[src/hdl/shared_ram_params.svh]
// constants for the shared ram strobe logic
`ifndef SHARED_RAM_PARAMS_SVH
`define SHARED_RAM_PARAMS_SVH

// ----------------------------------------------------------------
// host memory window decode, upper address lines 23..17
// ----------------------------------------------------------------
`define HOST_WIN_LA_WIDTH   7
`define HOST_WIN_LA_MATCH   7'h04
`define HOST_WIN_BASE       24'h080000
`define HOST_WIN_LAST       24'h09FFFF

// ----------------------------------------------------------------
// array organisation
// ----------------------------------------------------------------
`define RAM_LANES           4
`define RAM_CHIP_DEPTH      32768
`define RAM_HOST_BYTES      131072

// ----------------------------------------------------------------
// input synchroniser
// ----------------------------------------------------------------
`define SYNC_STAGES         2
`define SYNC_RESET_VAL      1'h1

// ----------------------------------------------------------------
// reset values of the latched host flags
// ----------------------------------------------------------------
`define RST_MEM_HIT         1'h0
`define RST_DMA_FLAG        1'h1

`endif

[src/hdl/shared_ram_pkg.sv]
// types for the shared ram strobe logic
package shared_ram_pkg;

    // who owns the array this cycle; gray along none -> proc -> host
    typedef enum logic [1:0] {
        ACC_NONE = 2'h0,
        ACC_PROC = 2'h1,
        ACC_HOST = 2'h3
    } access_kind_t;

endpackage

[src/hdl/shared_ram_strobe_logic.sv]
// read and per-lane write strobes for the shared processor/host ram
`timescale 1ns/10ps
`include "shared_ram_params.svh"

module shared_ram_strobe_logic #(
    parameter int LANES      = `RAM_LANES,
    parameter int CHIP_DEPTH = `RAM_CHIP_DEPTH
) (
    // clock and reset
    input  wire logic                          ref_clk,
    input  wire logic                          sys_rst,
    // processor memory port
    input  wire logic                          procTransferStrobeN,
    input  wire logic                          procReadWrite,
    input  wire logic                          procBusAcknowledgeN,
    input  wire logic                          procBusGrantN,
    // arbiter state
    input  wire logic                          hostAccessState,
    input  wire logic                          ramHide,
    // host bus
    input  wire logic                          hostAddrLatchEn,
    input  wire logic                          hostAen,
    input  wire logic [`HOST_WIN_LA_WIDTH-1:0] hostUpperAddr,
    input  wire logic                          hostAddr0,
    input  wire logic                          hostAddr1,
    input  wire logic                          hostByteHighN,
    input  wire logic                          hostMemReadN,
    input  wire logic                          hostMemWriteN,
    // ram strobes
    output logic                               readStrobeN,
    output logic                               lane0WriteStrobeN,
    output logic                               lane1WriteStrobeN,
    output logic                               lane2WriteStrobeN,
    output logic                               lane3WriteStrobeN,
    // address buffer enable
    output logic                               hostPathEnableN
);

    localparam int SW = 13 + `HOST_WIN_LA_WIDTH;

    // ----------------------------------------------------------------
    // pin synchronisation
    // ----------------------------------------------------------------
    // every strobe lags its command pins by two clocks, the latched address pins by three; the price of a safe crossing
    logic [SW-1:0] pinsAsync;
    logic [SW-1:0] pinsSync;

    assign pinsAsync = {procTransferStrobeN, procReadWrite, procBusAcknowledgeN, procBusGrantN,
                        hostAccessState, ramHide, hostAddrLatchEn, hostAen, hostAddr0, hostAddr1,
                        hostByteHighN, hostMemReadN, hostMemWriteN, hostUpperAddr};

    sync_2ff #(
        .WIDTH   (SW)
    ) u_sync (
        .ref_clk (ref_clk),
        .sys_rst (sys_rst),
        .asyncIn (pinsAsync),
        .syncOut (pinsSync)
    );

    logic                          tsN;
    logic                          rw;
    logic                          baN;
    logic                          bgN;
    logic                          accState;
    logic                          hide;
    logic                          ale;
    logic                          aen;
    logic                          sa0;
    logic                          sa1;
    logic                          sbheN;
    logic                          memRdN;
    logic                          memWrN;
    logic [`HOST_WIN_LA_WIDTH-1:0] la;

    assign {tsN, rw, baN, bgN, accState, hide, ale, aen, sa0, sa1, sbheN, memRdN, memWrN, la} = pinsSync;

    // ----------------------------------------------------------------
    // host address latch
    // ----------------------------------------------------------------
    // transparent while latch enable is high, holds after it falls
    logic hostMemDecode;
    logic memHit_reg;
    logic memHit_next;
    logic latchedDmaFlag_reg;
    logic latchedDmaFlag_next;

    assign hostMemDecode = (la == `HOST_WIN_LA_MATCH);

    always_comb begin
        memHit_next         = memHit_reg;
        latchedDmaFlag_next = latchedDmaFlag_reg;
        if (ale) begin
            memHit_next         = hostMemDecode;
            latchedDmaFlag_next = aen;
        end
    end

    // dma flag resets set so no host cycle reaches the array before a latch
    always_ff @(posedge ref_clk) begin
        if (sys_rst) begin
            memHit_reg         <= `RST_MEM_HIT;
            latchedDmaFlag_reg <= `RST_DMA_FLAG;
        end else begin
            memHit_reg         <= memHit_next;
            latchedDmaFlag_reg <= latchedDmaFlag_next;
        end
    end

    // ----------------------------------------------------------------
    // ownership
    // ----------------------------------------------------------------
    logic                       hostPathEn;
    shared_ram_pkg::access_kind_t accessKind;

    assign hostPathEn = !baN && !bgN ? 1'b0 : (baN && bgN && accState);

    always_comb begin
        if (!hostPathEn && !baN) begin
            accessKind = shared_ram_pkg::ACC_PROC;
        end else if (hostPathEn && baN) begin
            accessKind = shared_ram_pkg::ACC_HOST;
        end else begin
            accessKind = shared_ram_pkg::ACC_NONE;
        end
    end

    // ----------------------------------------------------------------
    // strobe generation
    // ----------------------------------------------------------------
    // host gate shared by reads and writes
    logic             hostOk;
    logic             readAct;
    logic [LANES-1:0] writeAct;

    assign hostOk = memHit_reg && !latchedDmaFlag_reg && !hide;

    always_comb begin
        readAct  = 1'b0;
        writeAct = '0;
        unique case (accessKind)
            shared_ram_pkg::ACC_PROC: begin
                readAct  = !tsN && rw;
                writeAct = {LANES{!tsN && !rw}};
            end
            shared_ram_pkg::ACC_HOST: begin
                readAct = hostOk && !memRdN;
                if (hostOk && !memWrN) begin
                    writeAct[0] = !sa1 && !sa0;
                    writeAct[1] = !sa1 && !sbheN;
                    writeAct[2] = sa1 && !sa0;
                    writeAct[3] = sa1 && !sbheN;
                end
            end
            shared_ram_pkg::ACC_NONE: begin
                readAct  = 1'b0;
                writeAct = '0;
            end
        endcase
    end

    // combinational so a strobe falls with its bus condition
    assign readStrobeN       = !readAct;
    assign lane0WriteStrobeN = !writeAct[0];
    assign lane1WriteStrobeN = !writeAct[1];
    assign lane2WriteStrobeN = !writeAct[2];
    assign lane3WriteStrobeN = !writeAct[3];
    assign hostPathEnableN   = !hostPathEn;
endmodule // shared_ram_strobe_logic

[src/hdl/sync_2ff.sv]
// two flip-flop synchroniser for a vector of pin inputs
`timescale 1ns/10ps
`include "shared_ram_params.svh"

module sync_2ff #(
    parameter int WIDTH = 1
) (
    // clock and reset
    input  wire logic             ref_clk,
    input  wire logic             sys_rst,
    // async side
    input  wire logic [WIDTH-1:0] asyncIn,
    // synchronous side
    output logic      [WIDTH-1:0] syncOut
);

    // ----------------------------------------------------------------
    // stages
    // ----------------------------------------------------------------
    // stage one feeds only stage two
    logic [WIDTH-1:0] stage1_reg;
    logic [WIDTH-1:0] stage2_reg;
    logic [WIDTH-1:0] stage1_next;
    logic [WIDTH-1:0] stage2_next;

    always_comb begin
        stage1_next = asyncIn;
        stage2_next = stage1_reg;
    end

    always_ff @(posedge ref_clk) begin
        if (sys_rst) begin
            stage1_reg <= {WIDTH{`SYNC_RESET_VAL}};
            stage2_reg <= {WIDTH{`SYNC_RESET_VAL}};
        end else begin
            stage1_reg <= stage1_next;
            stage2_reg <= stage2_next;
        end
    end

    assign syncOut = stage2_reg;

endmodule // sync_2ff

[config.mk]
export PLATFORM = sky130hd
export DESIGN_NAME = shared_ram_strobe_logic
export DESIGN_NICKNAME = d
export VERILOG_FILES = /design/src/hdl/shared_ram_pkg.sv /design/src/hdl/shared_ram_strobe_logic.sv /design/src/hdl/sync_2ff.sv
export VERILOG_INCLUDE_DIRS = /design/src /design/src/hdl
export SDC_FILE = /design/constraint.sdc
export NUM_CORES = 1
export LEC_CHECK = 0
export ABC_CLOCK_PERIOD_IN_PS = 1090
export BUFFER_PORTS_ARGS = -buffer_cell sky130_fd_sc_hd__buf_4
export CAP_MARGIN = 10
export CORE_UTILIZATION = 31
export DETAILED_ROUTE_END_ITERATION = 12
export GPL_ROUTABILITY_DRIVEN = 0
export MAX_ROUTING_LAYER = met4
export PLACE_DENSITY_LB_ADDON = 0.08
export SYNTH_ARGS = -nofsm -noshare
export SYNTH_HDL_FRONTEND = slang
export SYNTH_HIERARCHICAL = 1
export SYNTH_SLANG_ARGS = --single-unit
[constraint.sdc]
create_clock -name ref_clk -period 1.09 [get_ports ref_clk]
set_clock_uncertainty 0.1 [all_clocks]
set_input_delay 0.1635 -clock ref_clk [delete_from_list [all_inputs] [get_ports ref_clk]]
set_output_delay 0.1635 -clock ref_clk [all_outputs]
set_load 0.02 [all_outputs]
Word-level counts from Yosys, hierarchy flattened
Index checks and enable logic that the tools add are counted.

storage, ports and cells
  logic and storage cells = 46
  register bits = 42
  input bits = 22
  output and inout port bits = 6

operators by class
  eq/ne operators = 3
  multiplexer cells = 6
  reductions and logical operators = 33

operator list
  kind                                            number
  zero test 1 bit                                 17
  logical AND 1 bit                               15
  case mux 4 bit (3 select lines)                 1
  == test 7 x 3 -> 1 bit (second input constant)  1
  two-way mux 2 bit                               2
  two-way mux 4 bit                               1
  case mux 1 bit (3 select lines)                 1
  == test 2 x 1 -> 1 bit (second input constant)  1
  == test 2 bit (second input constant)           1
  zero test 2 bit                                 1
  two-way mux 1 bit                               1

Longest topological paths before layout
  depth after elaboration = 9
  depth in mapped cells = 3
  gate-level depth less buffers = 3

Hierarchy
Netlist, hierarchy kept.

by module, submodules not included
  module                   times used  cells each  area each (µm²)  seq. area each (µm²)
  sync_2ff                 1           84          1,071.0          800.8
  shared_ram_strobe_logic  1           25          192.7            40.0

Worst setup path before layout
Ideal clock, no wire load.

  path kind = register -> output
  start = register u_sync.stage2_reg[17] (netlist: u_sync/syncOut[17])
  end = output port lane3WriteStrobeN
  required time = 826 ps
  data arrival time = 1,140 ps
  stages on the path, launching flop included = 4
  setup slack = -313 ps
  path buffers = 0
  cells stage by stage = dfxtp_1 -> nand3_2 -> nor4_4 -> a41oi_1

between the ends
  word-level cells in the longest chain between the ends = 9
  elaborated cells between the ends (all ways) = 15
  classes of those cells = 2 x eq/ne; 4 x mux; 9 x reduce/logical

RTL lines
  item                                                         line                            source
  from (decl)                                                  sync_2ff.sv:22                  logic [WIDTH-1:0] stage2_reg;
  from (signal assigned)                                       sync_2ff.sv:34                  stage2_reg <= {WIDTH{`SYNC_RESET_VAL}};
  from (signal assigned)                                       sync_2ff.sv:37                  stage2_reg <= stage2_next;
  logical AND 1 bit / zero test 1 bit (equally long branches)  shared_ram_strobe_logic.sv:116  assign hostPathEn = !baN && !bgN ? 1'b0 : (baN && bgN && accState);
  logical AND 1 bit                                            shared_ram_strobe_logic.sv:116
  two-way mux 1 bit (*)                                        shared_ram_strobe_logic.sv:116
  zero test 1 bit (*)                                          --
  named net hostPathEnableN                                    shared_ram_strobe_logic.sv:36   output logic hostPathEnableN
  logical AND 1 bit (*)                                        shared_ram_strobe_logic.sv:119  if (!hostPathEn && !baN) begin
  two-way mux 2 bit (*)                                        shared_ram_strobe_logic.sv:119
  == test 2 bit (tied with other cells)                        shared_ram_strobe_logic.sv:141  unique case (accessKind)
  case mux 4 bit (3 select lines) (*)                          shared_ram_strobe_logic.sv:141
  zero test 1 bit (*)                                          shared_ram_strobe_logic.sv:167  assign lane3WriteStrobeN = !writeAct[3];
  to (decl)                                                    shared_ram_strobe_logic.sv:34   output logic lane3WriteStrobeN,

The timed path passes the listed nets; every way through them passes the cells marked *.

Final worst setup path
  start = register latchedDmaFlag_reg
  end = output port lane3WriteStrobeN

between the ends
  word-level cells in the longest chain between the ends = 7

RTL lines
  item                             line                            source
  from (decl)                      shared_ram_strobe_logic.sv:85   logic latchedDmaFlag_reg;
  from (signal assigned)           shared_ram_strobe_logic.sv:103  latchedDmaFlag_reg <= `RST_DMA_FLAG;
  from (signal assigned)           shared_ram_strobe_logic.sv:106  latchedDmaFlag_reg <= latchedDmaFlag_next;
  zero test 1 bit                  shared_ram_strobe_logic.sv:136  assign hostOk = memHit_reg && !latchedDmaFlag_reg && !hide;
  logical AND 1 bit (2 in a row)   shared_ram_strobe_logic.sv:136
  logical AND 1 bit                shared_ram_strobe_logic.sv:148  if (hostOk && !memWrN) begin
  two-way mux 4 bit                shared_ram_strobe_logic.sv:148
  case mux 4 bit (3 select lines)  shared_ram_strobe_logic.sv:141
  zero test 1 bit                  shared_ram_strobe_logic.sv:167

Every way passes these cells.

==> flow_summary.yaml <==
synthesis:
  synth.avg_cell_area_sq_um: 11.6
  ys_warn_count: 6
  synth-async-reset-ratio: 0
  ys_types: 19
  synth.most_common_cell: "dfxtp_1"
  synth_top_area_frac: 0.665
  synth_edf_count: 0
  synth_nets: 131
  ys_seq_area_frac: 0.665
  syn_inst: 109
  synth-main-ff-cell: "dfxtp_1"
  yosys.area.top_type: "dfxtp_1"
  yosys_register_bits: 42
  synthTopCellsByArea: "dfxtp_1 67%, or2_1 20%, nor4_4 1.7%, a31oi_1 1.5%, clkbuf_2 1.2%"
  netlist_area_sq_um: 1260
  synth_common_cells: "42 x dfxtp_1, 40 x or2_1, 3 x a31oi_1, 3 x clkbuf_2, 3 x nor2_1"
power_and_ir_drop:
  power_switching_share: 0.204
  seqPwrFrac: 0.574
  combPwrFrac: 0.075
  p_total_mw: 2.84
  pwr_density_cell_nw_per_um2: 1480
  p_leak_nw: 0.770
  switchingPower_mw: 0.579
  power_frac_clock: 0.351
  internal-power_mw: 2.26
  peakVddDrop_mv: 0.907
timing:
  period_share: 1.52
  hold_viol_final: 0
  setup_viol: 6
  holdWs_ps: 158
  fmax_mhz: 603
  period_needed_ps: 1660
  setup_ws_ps: -569
  maxSlewHeadroom: 0.761
  grt_setup_unrepaired: "true"
  slew_viol_final: 0
  worst_slew_pin_slew_ps: 358
die:
  rows: 22
  core-area_sq_um: 3770
  fp.dieArea_sq_um: 4340
  die_y_um: 65.8
  die_w_um: 65.8
  initial_core_util: 0.335
  ioPinCount: 28
placed_design:
  io_buffers: 27
  hpwl_um: 1140
  postPlaceCellArea_sq_um: 1590
  pre_cts_slack_ps: -256
grt:
  gr-usage-all-layers: 0.109
  antenna_found_initial: 0
  gr-total-overflow: 0
  grt_pass1_vias: 833
  grt_pass1_wl_um: 3340
  grt_max_degree: 43
critical_path:
  path_class: "reg -> out"
  cp-start-kind: "flip-flop"
  path_max_fanout: 4
  critPathRequiredTime_ps: 830
  endpoint_kind: "output port"
  crit_arrival_ps: 1400
  critPathLaunch: "latchedDmaFlag_reg"
  rr_startpoint: "u_sync/syncOut[6]"
route:
  route.detailed.drc: 0
  wire_per_inst_um: 9.14
  ant_nets: 0
  num_vias: 860
  avgViaCountPerCell: 4.02
  drt-total-wl_um: 1960
  drt_iter0_drc: 28
  dr.pass1.iters: 4
clock_network:
  clk_path_buf_depth: 2
  cts_root_buf: "clkbuf_8"
  insertion_delay_ps: 280
  cts.sinks: 42
  cts_buffers: 5
  ctsHtreeMaxLevel: 2
  clkTransAtPathRegs_ps: 80
  cts_tree: "done"
final_layout:
  regArea_sq_um: 850
  multi_input_area_sq_um: 457
  diodes: 0
  fin_area_sq_um: 1920
  nNetsFinal: 187
  syn2layout_area_growth_pct: 52.3
  drive_above_1_share: 0.331
  fill_cells: 354
worst_hold_path:
  min_path_type: "in -> reg"
  min_from: "sys_rst"
job:
  drv_cap: 0
outcome:
  violations: "negative setup slack"
  status: "complete, but fails checks"
-- layout make-up --
class,count,share of cell area
multi-input cells,61,0.237
clock buffers,6,0.0429
inverters,2,0.00390
clock inverters,2,0.00650
well taps,48,0.0312
flip-flops and latches,42,0.441
repair buffers,53,0.237
-- power by group through the flow --
stage	clock (mW)	combinational, mW	sequential, mW
6_report	0.996	0.213	1.63
5_1_grt	1.12	0.234	1.64
4_1_cts	1.03	0.214	1.63
3_5_place_dp	0	0.151	1.67
3_3_place_gp	0	0.148	1.66
2_1_floorplan	0	0.0754	1.66
-- layout by cell type, fill, tap and decap left out, types with 2 or more instances in the layout --
master | Yosys | routed
inv_1 | 2 | 2
dfxtp_2 | 0 | 4
clkbuf_8 | 0 | 6
dlygate4sd3_1 | 0 | 20
a21oi_1 | 2 | 2
or2_1 | 40 | 40
buf_4 | 0 | 31
nor2_1 | 3 | 3
a31oi_2 | 0 | 3
dfxtp_1 | 42 | 37
buf_6 | 0 | 2
-- routing by layer --
| metal | GRT usage | up-vias | part of all wire |
|---|---|---|---|
| met2 | 0.175 | 20 | 0.47 |
| met5 | - | - | 0 |
| met3 | 0.0569 | 6 | 0.060 |
| li1 | - | 457 | - |
| met1 | 0.111 | 377 | 0.45 |
| met4 | 0.0489 | 0 | 0.020 |
-- cells by family (layout without fill, tap and decap cells) --
kind of cell	after synthesis	after routing	share of synthesized area
and+or+nand+nor	53	53	0.270
DFF	42	42	0.665
AOI/OAI and AO/OA	8	8	0.0426
buffers and inverters	6	63	0.0218
-- critical path, cell delays in order (launching register included) --
cell and delay [ps]:
dfxtp_2 320, nand2b_4 140, nor4_4 190, buf_4 170, a41oi_2 110, buf_4 180
-- per-stage QoR --
stage | setup TNS, ps | instances | utilization
floorplan | -637 | 109 | -
global placement | -1120 | 185 | 0.422
detailed placement | -1130 | 185 | 0.422
CTS | -2880 | 213 | 0.506
global route | -3260 | 214 | 0.510
finish | -2840 | 214 | 0.510
-- final timing paths --
path	to	slack (ps)	cells past startpoint
worst max register to register	memHit_reg	100	3
worst max-delay path	lane3WriteStrobeN	-570	5
worst min-delay path	memHit_reg	160	2
worst min register to register	u_sync/syncOut[9]	300	1
-- timing repair --
action,in CTS,in global routing
resized for setup,7,2
endpoints found under the setup margin,7,7
endpoints found under the hold margin,20,0
cloned,0,0
pin swaps,0,4
buffers inserted,0,1
hold buffers,20,0
Note: power is estimated with default switching activity, not from simulation.
